--- config.mk ---
export PLATFORM = sky130hd
export DESIGN_NAME = hcs_config_select
export DESIGN_NICKNAME = d
export VERILOG_FILES = /design/src/include/hcs_pkg.sv /design/src/core/hcs_config_select.sv /design/src/core/hcs_sync.sv
export SDC_FILE = /design/constraint.sdc
export NUM_CORES = 1
export LEC_CHECK = 0
export ABC_CLOCK_PERIOD_IN_PS = 2720
export BUFFER_PORTS_ARGS = -buffer_cell sky130_fd_sc_hd__buf_2
export CORE_MARGIN = 2
export CORE_UTILIZATION = 42
export CTS_CLUSTER_SIZE = 14
export DETAILED_ROUTE_END_ITERATION = 8
export GPL_TIMING_DRIVEN = 0
export PLACE_DENSITY = 0.74
export REMOVE_ABC_BUFFERS = 1
export SLEW_MARGIN = 20
export SYNTH_ARGS = -nofsm -noshare
export SYNTH_HDL_FRONTEND = slang
export SYNTH_SLANG_ARGS = --single-unit
--- constraint.sdc ---
create_clock -name pclk -period 2.72 [get_ports pclk]
set_input_delay 0.544 -clock pclk [delete_from_list [all_inputs] [get_ports pclk]]
set_output_delay 0.544 -clock pclk [all_outputs]
set_load 0.01 [all_outputs]
--- src/include/hcs_pkg.sv ---
// Constants, types and register map of the hub configuration selector and strap latch
// Function
// [RULE1] Selects 00: straps plus OTP, self-powered
// [RULE2] Selects 10: straps plus OTP, bus-powered
// [RULE3] Selects 11, data high: EEPROM load, straps ignored
// [RULE4] Selects 01, data high: await SMBus; data low invalid
// [RULE5] Vendor hub commands accepted by default
// [RULE6] Serial pass-through commands forwarded uninterpreted
// [RULE7] OTP reached from USB runs single-ended
// [RULE8] OTP over SMBus takes any of four modes
// [RULE9] Host may override charging behaviour at run time
// [RULE10] Configuration writes accepted only before hub attach; after attach the code still writes the control bits outside CTRL_LOCK_MASK
// [RULE11] Strap pins tri-stated in reset, outputs afterwards
// [RULE12] Strap levels captured at reset release
// [RULE13] Fixed-port strap sets fixed ports and indicator polarity
// [RULE14] Local power detect takes fixed ports from register
// [RULE15] Charge-enable strap high makes port report charging
// [RULE16] Port disabled only when both line straps high
// [RULE17] Latched straps held until next reset
package hcs_pkg;

	// ----------------------------------------
	// Sizes and timing
	// ----------------------------------------
	localparam int unsigned NUM_PORTS = 4;
	localparam int unsigned MAX_PORTS = 8;
	localparam int unsigned FIXED_MAX_PORTS = 3;
	localparam int unsigned SYNC_STAGES = 2;
	localparam int unsigned CLK_PERIOD_NS = 40;
	// Least time the strap levels need after release before they are trusted
	localparam int unsigned STRAP_SETTLE_NS = 200;
	localparam int unsigned STRAP_SETTLE_CYC =
		(STRAP_SETTLE_NS + CLK_PERIOD_NS - 1) / CLK_PERIOD_NS;

	// ----------------------------------------
	// Strap vector layout (per-port groups follow the charge group)
	// ----------------------------------------
	localparam int unsigned SP_SEL_LSB = 0;
	localparam int unsigned SP_FIX_LSB = 2;
	localparam int unsigned SP_CHG_LSB = 4;

	localparam logic [1:0] SEL_SELF = 2'h0;
	localparam logic [1:0] SEL_SMBUS = 2'h1;
	localparam logic [1:0] SEL_BUS = 2'h2;
	localparam logic [1:0] SEL_EEPROM = 2'h3;

	// ----------------------------------------
	// APB register map
	// ----------------------------------------
	localparam int unsigned ADDR_W = 8;
	localparam logic [7:0] OFS_STATUS = 8'h00;
	localparam logic [7:0] OFS_PORTS = 8'h04;
	localparam logic [7:0] OFS_CTRL = 8'h08;
	localparam logic [7:0] OFS_FIXED = 8'h0C;
	localparam logic [7:0] OFS_CMD = 8'h10;

	localparam int unsigned ST_SRC_LSB = 0;
	localparam int unsigned ST_CFG_RDY = 3;
	localparam int unsigned ST_ATTACHED = 4;
	localparam int unsigned ST_SUSP_LOW = 5;
	localparam int unsigned ST_SEL_LSB = 6;
	localparam int unsigned ST_SDA = 8;
	localparam int unsigned ST_LATCHED = 9;

	localparam int unsigned PR_CHG_LSB = 0;
	localparam int unsigned PR_DIS_LSB = 8;
	localparam int unsigned PR_FIX_LSB = 16;

	localparam int unsigned CTRL_W = 13;
	localparam int unsigned CTRL_LOCAL_POWER_DETECT = 0;
	localparam int unsigned CTRL_VENDOR_EN = 1;
	localparam int unsigned CTRL_PASS_EN = 2;
	localparam int unsigned CTRL_OTP_USB = 3;
	localparam int unsigned CTRL_OTP_LSB = 4;
	localparam int unsigned CTRL_CHG_OVR = 6;
	localparam int unsigned CTRL_CHG_EN = 7;
	localparam int unsigned CTRL_UP_LSB = 8;
	localparam int unsigned CTRL_DN_LSB = 10;
	localparam int unsigned CTRL_CFG_DONE = 12;
	localparam logic [CTRL_W-1:0] CTRL_RESET = 13'h0002;
	// Bits frozen once the hub has attached upstream
	localparam logic [CTRL_W-1:0] CTRL_LOCK_MASK = 13'h1001;

	localparam int unsigned CMD_VND_LSB = 0;
	localparam int unsigned CMD_VND_GO = 3;
	localparam int unsigned CMD_PASS_LSB = 4;
	localparam int unsigned CMD_PASS_GO = 6;
	localparam int unsigned CMD_DATA_LSB = 8;

	// ----------------------------------------
	// Command and mode codes
	// ----------------------------------------
	localparam logic [2:0] VND_EC_ON = 3'h0;
	localparam logic [2:0] VND_EC_OFF = 3'h1;
	localparam logic [2:0] VND_RESUME_ON = 3'h2;
	localparam logic [2:0] VND_RESUME_OFF = 3'h3;
	localparam logic [2:0] VND_HUB_RESET = 3'h4;

	localparam logic [1:0] PASS_WRITE = 2'h0;
	localparam logic [1:0] PASS_READ = 2'h1;
	localparam logic [1:0] PASS_START = 2'h2;
	localparam logic [1:0] PASS_STOP = 2'h3;

	localparam logic [1:0] OTP_SINGLE = 2'h0;
	localparam logic [1:0] OTP_DIFF = 2'h1;
	localparam logic [1:0] OTP_REDUN = 2'h2;
	localparam logic [1:0] OTP_DIFF_REDUN = 2'h3;

	typedef enum logic [2:0] {
		SRC_SELF_PWR,
		SRC_BUS_PWR,
		SRC_EEPROM,
		SRC_SMBUS,
		SRC_INVALID
	} hcs_src_e;

	typedef enum logic [2:0] {
		ST_SETTLE,
		ST_EEPROM,
		ST_SMBUS,
		ST_READY,
		ST_INVALID
	} hcs_state_e;

endpackage : hcs_pkg

--- src/core/hcs_config_select.sv ---
// Hub configuration source selection, strap latch and configuration registers
`timescale 1ns/1ps
module hcs_config_select #(
	parameter int unsigned NUM_PORTS = hcs_pkg::NUM_PORTS,
	parameter int unsigned SETTLE_CYC = hcs_pkg::STRAP_SETTLE_CYC
) (
	input wire logic pclk,
	input wire logic presetn,
	input wire logic ce,
	input wire logic psel,
	input wire logic penable,
	input wire logic pwrite,
	input wire logic [hcs_pkg::ADDR_W-1:0] paddr,
	input wire logic [31:0] pwdata,
	output logic [31:0] prdata,
	output logic pready,
	output logic pslverr,
	input wire logic [hcs_pkg::SP_CHG_LSB+3*NUM_PORTS-1:0] strap_in,
	output logic [hcs_pkg::SP_CHG_LSB+3*NUM_PORTS-1:0] strap_out,
	output logic [hcs_pkg::SP_CHG_LSB+3*NUM_PORTS-1:0] strap_oe,
	input wire logic sda_in,
	input wire logic [hcs_pkg::SP_CHG_LSB+3*NUM_PORTS-1:0] func_out,
	input wire logic suspend_state,
	input wire logic hub_attached,
	input wire logic eeprom_load_done,
	output hcs_pkg::hcs_src_e cfg_source,
	output logic config_ready,
	output logic bus_powered,
	output logic eeprom_load_req,
	output logic [NUM_PORTS-1:0] fixed_ports,
	output logic susp_active_low,
	output logic [NUM_PORTS-1:0] port_charge_report,
	output logic [NUM_PORTS-1:0] port_disabled,
	output logic [1:0] charge_up_mode,
	output logic [1:0] charge_dn_mode,
	output logic [1:0] otp_mode,
	output logic vendor_hub_commands,
	output logic ec_enable,
	output logic special_resume,
	output logic hub_reset_pulse,
	output logic pass_valid,
	output logic [1:0] pass_op,
	output logic [7:0] pass_data
);

	localparam int unsigned DM_LSB = hcs_pkg::SP_CHG_LSB + NUM_PORTS;
	localparam int unsigned DP_LSB = DM_LSB + NUM_PORTS;
	localparam int unsigned STRAP_W = DP_LSB + NUM_PORTS;
	localparam int unsigned CNT_W = $clog2(SETTLE_CYC + 1);

	if (NUM_PORTS < hcs_pkg::FIXED_MAX_PORTS || NUM_PORTS > hcs_pkg::MAX_PORTS) begin : g_bad_ports
		$error("NUM_PORTS must lie between 3 and 8");
	end
	if (SETTLE_CYC < hcs_pkg::SYNC_STAGES + 1) begin : g_bad_settle
		$error("SETTLE_CYC must exceed the synchroniser depth");
	end

	// ----------------------------------------
	// Declarations
	// ----------------------------------------
	logic [STRAP_W:0] strap_sync;
	logic [STRAP_W-1:0] strap_lat;
	logic sda_lat;
	logic latched;
	logic straps_used;
	logic [CNT_W-1:0] settle_cnt;
	logic settle_done;
	hcs_pkg::hcs_src_e next_src;
	hcs_pkg::hcs_state_e state;
	hcs_pkg::hcs_state_e next_state;
	logic [hcs_pkg::CTRL_W-1:0] ctrl;
	logic [hcs_pkg::CTRL_W-1:0] next_ctrl;
	logic [NUM_PORTS-1:0] fixed_reg;
	logic wr_go;
	logic [31:0] rd_data;
	logic rd_err;
	logic [1:0] sel_lat;
	logic [1:0] fix_lat;
	logic [NUM_PORTS-1:0] chg_lat;
	logic [NUM_PORTS-1:0] dm_lat;
	logic [NUM_PORTS-1:0] dp_lat;

	assign sel_lat = strap_lat[hcs_pkg::SP_SEL_LSB +: 2];
	assign fix_lat = strap_lat[hcs_pkg::SP_FIX_LSB +: 2];
	assign chg_lat = strap_lat[hcs_pkg::SP_CHG_LSB +: NUM_PORTS];
	assign dm_lat = strap_lat[DM_LSB +: NUM_PORTS];
	assign dp_lat = strap_lat[DP_LSB +: NUM_PORTS];

	function automatic hcs_pkg::hcs_src_e decode_src(input logic [1:0] sel, input logic sda);
		hcs_pkg::hcs_src_e src;
		src = hcs_pkg::SRC_INVALID;
		unique case (sel)
			hcs_pkg::SEL_SELF: src = hcs_pkg::SRC_SELF_PWR; // RULE1
			hcs_pkg::SEL_BUS: src = hcs_pkg::SRC_BUS_PWR; // RULE2
			hcs_pkg::SEL_EEPROM: src = sda ? hcs_pkg::SRC_EEPROM : hcs_pkg::SRC_INVALID; // RULE3
			hcs_pkg::SEL_SMBUS: src = sda ? hcs_pkg::SRC_SMBUS : hcs_pkg::SRC_INVALID; // RULE4
		endcase
		return src;
	endfunction : decode_src

	// Code n fixes ports 1..n
	function automatic logic [NUM_PORTS-1:0] fixed_mask(input logic [1:0] code);
		return NUM_PORTS'((1 << code) - 1);
	endfunction : fixed_mask

	// ----------------------------------------
	// Strap capture after reset release
	// ----------------------------------------
	hcs_sync #(
		.W(STRAP_W + 1)
	) u_sync (
		.pclk(pclk),
		.presetn(presetn),
		.ce(ce),
		.d({sda_in, strap_in}),
		.q(strap_sync)
	);

	// The wait lets the pins settle and flush the synchroniser before capture
	always_ff @(posedge pclk or negedge presetn) begin
		if (!presetn) begin
			settle_cnt <= '0;
		end else if (ce && !latched) begin
			settle_cnt <= settle_cnt + CNT_W'(1);
		end
	end

	assign settle_done = !latched && (settle_cnt == CNT_W'(SETTLE_CYC - 1));
	assign next_src = decode_src(strap_sync[hcs_pkg::SP_SEL_LSB +: 2], strap_sync[STRAP_W]);

	// Captured once, then frozen until the next reset
	always_ff @(posedge pclk or negedge presetn) begin
		if (!presetn) begin
			latched <= 1'b0;
			strap_lat <= '0;
			sda_lat <= 1'b0;
			cfg_source <= hcs_pkg::SRC_SELF_PWR;
			straps_used <= 1'b0;
			bus_powered <= 1'b0;
		end else if (ce && settle_done) begin
			latched <= 1'b1; // RULE17
			strap_lat <= strap_sync[STRAP_W-1:0]; // RULE12
			sda_lat <= strap_sync[STRAP_W];
			cfg_source <= next_src;
			straps_used <= (next_src == hcs_pkg::SRC_SELF_PWR)
				|| (next_src == hcs_pkg::SRC_BUS_PWR); // RULE3 RULE4
			bus_powered <= (next_src == hcs_pkg::SRC_BUS_PWR); // RULE2
		end
	end

	// Pins stay released until the capture is done, then carry their functions
	always_ff @(posedge pclk or negedge presetn) begin
		if (!presetn) begin
			strap_oe <= '0;
			strap_out <= '0;
		end else if (ce) begin
			strap_oe <= {STRAP_W{latched}}; // RULE11
			strap_out <= func_out;
			strap_out[hcs_pkg::SP_FIX_LSB] <= suspend_state ^ susp_active_low; // RULE13
		end
	end

	// ----------------------------------------
	// Configuration load sequence
	// ----------------------------------------
	always_comb begin
		next_state = state;
		unique case (state)
			hcs_pkg::ST_SETTLE: begin
				if (settle_done) begin
					unique case (next_src)
						hcs_pkg::SRC_SELF_PWR: next_state = hcs_pkg::ST_READY; // RULE1
						hcs_pkg::SRC_BUS_PWR: next_state = hcs_pkg::ST_READY; // RULE2
						hcs_pkg::SRC_EEPROM: next_state = hcs_pkg::ST_EEPROM; // RULE3
						hcs_pkg::SRC_SMBUS: next_state = hcs_pkg::ST_SMBUS; // RULE4
						hcs_pkg::SRC_INVALID: next_state = hcs_pkg::ST_INVALID;
					endcase
				end
			end
			hcs_pkg::ST_EEPROM: begin
				if (eeprom_load_done) begin
					next_state = hcs_pkg::ST_READY;
				end
			end
			hcs_pkg::ST_SMBUS: begin
				if (ctrl[hcs_pkg::CTRL_CFG_DONE]) begin
					next_state = hcs_pkg::ST_READY; // RULE4
				end
			end
			hcs_pkg::ST_READY: next_state = hcs_pkg::ST_READY;
			hcs_pkg::ST_INVALID: next_state = hcs_pkg::ST_INVALID;
		endcase
	end

	always_ff @(posedge pclk or negedge presetn) begin
		if (!presetn) begin
			state <= hcs_pkg::ST_SETTLE;
			config_ready <= 1'b0;
			eeprom_load_req <= 1'b0;
		end else if (ce) begin
			state <= next_state;
			config_ready <= (next_state == hcs_pkg::ST_READY);
			eeprom_load_req <= (next_state == hcs_pkg::ST_EEPROM); // RULE3
		end
	end

	// ----------------------------------------
	// Feature outputs
	// ----------------------------------------
	always_ff @(posedge pclk or negedge presetn) begin
		if (!presetn) begin
			fixed_ports <= '0;
			susp_active_low <= 1'b0;
			port_charge_report <= '0;
			port_disabled <= '0;
			otp_mode <= hcs_pkg::OTP_SINGLE;
		end else if (ce) begin
			if (ctrl[hcs_pkg::CTRL_LOCAL_POWER_DETECT]) begin
				fixed_ports <= fixed_reg; // RULE14
			end else begin
				fixed_ports <= straps_used ? fixed_mask(fix_lat) : '0; // RULE13
			end
			susp_active_low <= straps_used && fix_lat[0]; // RULE13
			if (ctrl[hcs_pkg::CTRL_CHG_OVR]) begin
				port_charge_report <= {NUM_PORTS{ctrl[hcs_pkg::CTRL_CHG_EN]}}; // RULE9
			end else begin
				port_charge_report <= straps_used ? chg_lat : '0; // RULE15
			end
			port_disabled <= straps_used ? (dm_lat & dp_lat) : '0; // RULE16
			if (ctrl[hcs_pkg::CTRL_OTP_USB]) begin
				otp_mode <= hcs_pkg::OTP_SINGLE; // RULE7
			end else begin
				otp_mode <= ctrl[hcs_pkg::CTRL_OTP_LSB +: 2]; // RULE8
			end
		end
	end

	assign charge_up_mode = ctrl[hcs_pkg::CTRL_UP_LSB +: 2];
	assign charge_dn_mode = ctrl[hcs_pkg::CTRL_DN_LSB +: 2];
	assign vendor_hub_commands = ctrl[hcs_pkg::CTRL_VENDOR_EN];

	// ----------------------------------------
	// APB slave, one wait state
	// ----------------------------------------
	assign wr_go = psel && penable && pready && pwrite;

	// Attached hub keeps its locked configuration bits
	assign next_ctrl = hub_attached
		? ((pwdata[hcs_pkg::CTRL_W-1:0] & ~hcs_pkg::CTRL_LOCK_MASK)
			| (ctrl & hcs_pkg::CTRL_LOCK_MASK))
		: pwdata[hcs_pkg::CTRL_W-1:0]; // RULE10

	always_comb begin
		rd_data = '0;
		rd_err = 1'b0;
		case (paddr)
			hcs_pkg::OFS_STATUS: begin
				rd_data[hcs_pkg::ST_SRC_LSB +: 3] = cfg_source;
				rd_data[hcs_pkg::ST_CFG_RDY] = config_ready;
				rd_data[hcs_pkg::ST_ATTACHED] = hub_attached;
				rd_data[hcs_pkg::ST_SUSP_LOW] = susp_active_low;
				rd_data[hcs_pkg::ST_SEL_LSB +: 2] = sel_lat;
				rd_data[hcs_pkg::ST_SDA] = sda_lat;
				rd_data[hcs_pkg::ST_LATCHED] = latched;
			end
			hcs_pkg::OFS_PORTS: begin
				rd_data[hcs_pkg::PR_CHG_LSB +: NUM_PORTS] = port_charge_report;
				rd_data[hcs_pkg::PR_DIS_LSB +: NUM_PORTS] = port_disabled;
				rd_data[hcs_pkg::PR_FIX_LSB +: NUM_PORTS] = fixed_ports;
			end
			hcs_pkg::OFS_CTRL: rd_data[hcs_pkg::CTRL_W-1:0] = ctrl;
			hcs_pkg::OFS_FIXED: begin
				rd_data[NUM_PORTS-1:0] = fixed_reg;
				rd_err = pwrite && hub_attached; // RULE10
			end
			hcs_pkg::OFS_CMD: rd_data = '0;
			default: rd_err = 1'b1;
		endcase
	end

	always_ff @(posedge pclk or negedge presetn) begin
		if (!presetn) begin
			pready <= 1'b0;
			pslverr <= 1'b0;
			prdata <= '0;
		end else if (ce) begin
			pready <= psel && penable && !pready;
			pslverr <= psel && penable && !pready && rd_err;
			if (psel && penable && !pready && !pwrite) begin
				prdata <= rd_data;
			end
		end
	end

	// ----------------------------------------
	// Registers written by software, and commands
	// ----------------------------------------
	always_ff @(posedge pclk or negedge presetn) begin
		if (!presetn) begin
			ctrl <= hcs_pkg::CTRL_RESET; // RULE5
			fixed_reg <= '0;
		end else if (ce && wr_go) begin
			if (paddr == hcs_pkg::OFS_CTRL) begin
				ctrl <= next_ctrl;
			end
			if (paddr == hcs_pkg::OFS_FIXED && !hub_attached) begin
				fixed_reg <= pwdata[NUM_PORTS-1:0]; // RULE10 RULE14
			end
		end
	end

	always_ff @(posedge pclk or negedge presetn) begin
		if (!presetn) begin
			ec_enable <= 1'b0;
			special_resume <= 1'b0;
			hub_reset_pulse <= 1'b0;
		end else if (ce) begin
			hub_reset_pulse <= 1'b0;
			if (wr_go && paddr == hcs_pkg::OFS_CMD && pwdata[hcs_pkg::CMD_VND_GO]
				&& ctrl[hcs_pkg::CTRL_VENDOR_EN]) begin
				case (pwdata[hcs_pkg::CMD_VND_LSB +: 3]) // RULE5
					hcs_pkg::VND_EC_ON: ec_enable <= 1'b1;
					hcs_pkg::VND_EC_OFF: ec_enable <= 1'b0;
					hcs_pkg::VND_RESUME_ON: special_resume <= 1'b1;
					hcs_pkg::VND_RESUME_OFF: special_resume <= 1'b0;
					hcs_pkg::VND_HUB_RESET: hub_reset_pulse <= 1'b1;
					default: hub_reset_pulse <= 1'b0;
				endcase
			end
		end
	end

	// Pass-through is forwarded raw; the far device decides what it means
	always_ff @(posedge pclk or negedge presetn) begin
		if (!presetn) begin
			pass_valid <= 1'b0;
			pass_op <= hcs_pkg::PASS_WRITE;
			pass_data <= '0;
		end else if (ce) begin
			pass_valid <= wr_go && paddr == hcs_pkg::OFS_CMD
				&& pwdata[hcs_pkg::CMD_PASS_GO] && ctrl[hcs_pkg::CTRL_PASS_EN]; // RULE6
			if (wr_go && paddr == hcs_pkg::OFS_CMD && pwdata[hcs_pkg::CMD_PASS_GO]) begin
				pass_op <= pwdata[hcs_pkg::CMD_PASS_LSB +: 2]; // RULE6
				pass_data <= pwdata[hcs_pkg::CMD_DATA_LSB +: 8];
			end
		end
	end
endmodule : hcs_config_select

--- src/core/hcs_sync.sv ---
// Two-stage synchroniser for pin levels entering the pclk domain
`timescale 1ns/1ps
module hcs_sync #(
	parameter int unsigned W = 1
) (
	input wire logic pclk,
	input wire logic presetn,
	input wire logic ce,
	input wire logic [W-1:0] d,
	output logic [W-1:0] q
);

	logic [W-1:0] meta;

	// First stage is read by the second stage only
	always_ff @(posedge pclk or negedge presetn) begin
		if (!presetn) begin
			meta <= '0;
			q <= '0;
		end else if (ce) begin
			meta <= d;
			q <= meta;
		end
	end

endmodule : hcs_sync

==> impl_metrics.csv <==
group,metric,value,unit
outcome,status,"complete, no violations",
routing,top_layer_used,"met4",
power_and_ir_drop,powerDensity,844,mW/mm^2
logic_synthesis,synth_top_area_share,57.5,%
floorplanning,core,0.0146,mm^2
global_route,grt_max_degree,101,
worst_setup_path,path_max_fanout,69,
sta,relSlewSlack,44.0,%
global_route,grt_usage,18.9,%
worst_setup_path,worstSetupPathType,"primary input to flop",
floorplanning,row_count,44,
logic_synthesis,netlist_area,0.00636,mm^2
power_and_ir_drop,pwr-share-comb,16.8,%
floorplanning,fp.dieW,127,um
clock_network,clk_path_buf_depth,2,
routing,first_pass_iters,5,
routing,wl_met2,6700,um
finish,drive_gt1_share,38.9,%
logic_synthesis,ys_ff_latch,147,
finish,final_util,53.3,%
floorplanning,die_h,127,um
global_route,grt_pass1_vias,4534,
finish,areaGrowthSynthToFinish,22.8,%
clock_network,path_clk_slew,0.06,ns
routing,vias_per_cell,5.17,
finish,final_nets,758,
logic_synthesis,synth_area_leaders,"dfrtp_1 57%, mux2_2 10%, nand2_1 5.0%",
sta,worst_pin_slew,0.838,ns
clock_network,cts_setup_buffers,0,
clock_network,cts-buffers-inserted,17,
worst_setup_path,required,3.01,ns
global_route,grt_pass1_wl,23700,um
sta,fmax,413,MHz
clock_network,cts_max_level,4,
clock_network,clkSinkCount,147,
logic_synthesis,synthArstFlopShare,100,%
floorplanning,die_area,0.0161,mm^2
worst_setup_path,reg2reg_from,"settle_cnt[0]",
sta,report.final.setup_viol,0,
routing,drt_iter0_markers,241,
power_and_ir_drop,seqPwrFrac,43.5,%
floorplanning,top_level_ports,188,
logic_synthesis,avgSynthCellArea,11.7,um^2
power_and_ir_drop,power.internal,4800,uW
worst_setup_path,startpoint_type,"primary input",
sta,report.final.hold_viol_count,0,
routing,drc,0,
global_route,antenna_found_initial,1,
worst_setup_path,cp.arrival,2.72,ns
power_and_ir_drop,leakage,0.00393,uW
sta,final.setup_skew,0.00636,ns
routing,wl_met1,6540,um
worst_setup_path,r2r_slack,0.59,ns
logic_synthesis,synth.distinct_cells,52,
power_and_ir_drop,clkPwrFrac,39.6,%
sta,finalCritPeriodShare,89.1,%
power_and_ir_drop,irDropWorstVdd,0.439,mV
finish,biggestRegsByFlops,"prdata x17, u_sync.meta x17, u_sync.q x17",
sta,period_needed,2.42,ns
routing,vias,4501,
logic_synthesis,netlist.top_cell.by_area,"dfrtp_1",
run,cap_violations,0,
routing,drt_wl_total,14500,um
worst_setup_path,reg2reg_depth,5,
power_and_ir_drop,report.power.total,6590,uW
logic_synthesis,yosysWarnings,0,
logic_synthesis,syn_inst,543,
sta,finalMaxSlewViolations,0,
logic_synthesis,synth-edff-count,0,
worst_setup_path,setup.worst_path.end_class,"flop",
clock_network,insertion_delay,0.42,ns
logic_synthesis,yosys-top-cells-count,"146 x dfrtp_1, 84 x nand2_1, 58 x mux2_2, 34 x buf_4, 34 x nor2_1",
logic_synthesis,seq_area_frac_synth,57.9,%
routing,drtAntennaViolNets,0,
place,port_buffers,155,
place,dpl.hpwl,10200,um
routing,wl_met3,927,um
worst_setup_path,r2r_end,"cfg_source[2]",
logic_synthesis,synth.most_common_cell,"dfrtp_1",
sta,rsz0062_at_grt,"false",
clock_network,cts-root-buf,"clkbuf_16",
place,gp_congestion,0.828,
logic_synthesis,synth_top_flop_cell,"dfrtp_1",
routing,wire_per_inst,16.7,um
min_path,worstHoldPathType,"primary input to async pin",
clock_network,cts_tree,"done",
global_route,grt-ovfl-total,0,
sta,worst_slack,0.297,ns
power_and_ir_drop,switchingPower,1790,uW
power_and_ir_drop,power_switching_share,27.2,%
place,pre_cts_ws,-0.379,ns
floorplanning,initial_utilization,43.4,%
==> placed cells by master (no fill, tap or decap), types with 4 or more instances in the layout <==
| cell type | instances |
|---|---|
| o2bb2ai_1 | 8 |
| mux2_1 | 9 |
| a221oi_1 | 10 |
| inv_1 | 13 |
| nand3_1 | 9 |
| nand2_1 | 84 |
| bufinv_16 | 5 |
| o31ai_1 | 5 |
| buf_2 | 153 |
| o21ai_0 | 17 |
| clkbuf_16 | 17 |
| nor2b_1 | 4 |
| nand2b_1 | 5 |
| mux2i_1 | 9 |
| mux2_2 | 58 |
| nor2_1 | 33 |
| a21oi_1 | 19 |
| conb_1 | 15 |
| mux2_4 | 10 |
| dfrtp_1 | 146 |
| clkbuf_8 | 5 |
==> layer usage <==
layer / GRT usage [%] / vias up
li1: - / 2097
met1: 25.1 / 2208
met2: 29.3 / 172
met3: 4.90 / 24
met4: 8.47 / 0
met5: 0 / -
==> area by class of cell <==
cell class              count  area (um^2)
diodes                      1         2.50
clock buffers              23          498
clock inverters             8          171
fillers                  1296         6830
inverters                  13         48.8
multi-input cells         338         2340
flip-flops and latches    147         3680
well taps                 184          230
repair buffers            157          843
==> critical path, cell delays in order <==
cell and delay [ns]:
buf_4 0.23, buf_16 0.31, nand3_1 0.29, nor4_2 0.41, nand3_2 0.40, mux2_1 0.46
==> power by group through the flow <==
stage	clock network (uW)	registers (uW)	logic (uW)
final	2610	2870	1110
after global routing	2770	2930	1240
after CTS	2670	2870	1120
after detailed placement	0	2900	1110
after global placement	0	2880	1070
after floorplan	0	2930	536
==> worst max-delay path by stage <==
stage	start	endpoint
CTS	ce	pass_data[6]
global route	ce	pass_data[6]
finish	ce	pass_data[6]
detailed placement	ce	pass_data[6]
floorplan	paddr[1]	ctrl[0]
global placement	ce	cfg_source[2]
==> stage by stage <==
| step | cell area, um^2 | cells | hold WS, ns | TNS (ns) |
|---|---|---|---|---|
| after floorplan | 6050 | 498 | 0.248 | 0 |
| after global placement | 7060 | 837 | 0.445 | -207.34 |
| after detailed placement | 7130 | 839 | 0.456 | -4.07 |
| after CTS | 7800 | 870 | 0.0169 | 0 |
| after global routing | 7810 | 870 | 0.0277 | 0 |
| final | 7810 | 871 | 0.0229 | 0 |
==> cell families (layout without fill, tap and decap cells) <==
| logic type | after synthesis | count (layout) | share of synthesized area (%) |
|---|---|---|---|
| and+or+nand+nor | 158 | 158 | 11.3 |
| DFF | 147 | 147 | 57.9 |
| muxes | 86 | 86 | 15.6 |
| AOI/OAI and AO/OA | 74 | 74 | 7.87 |
| buffers and inverters | 72 | 201 | 6.41 |
| xor gates and xnor gates | 3 | 3 | 0.413 |
| adders and majority gates | 2 | 2 | 0.393 |
| other | 1 | 16 | 0.0590 |
==> timing repair <==
action | 4_1_cts | 5_1_grt
hold buffers | 0 | 0
gates resized for setup | 0 | 1
endpoints found under the setup margin | 0 | 9
Power figures use the tool's default switching activity.
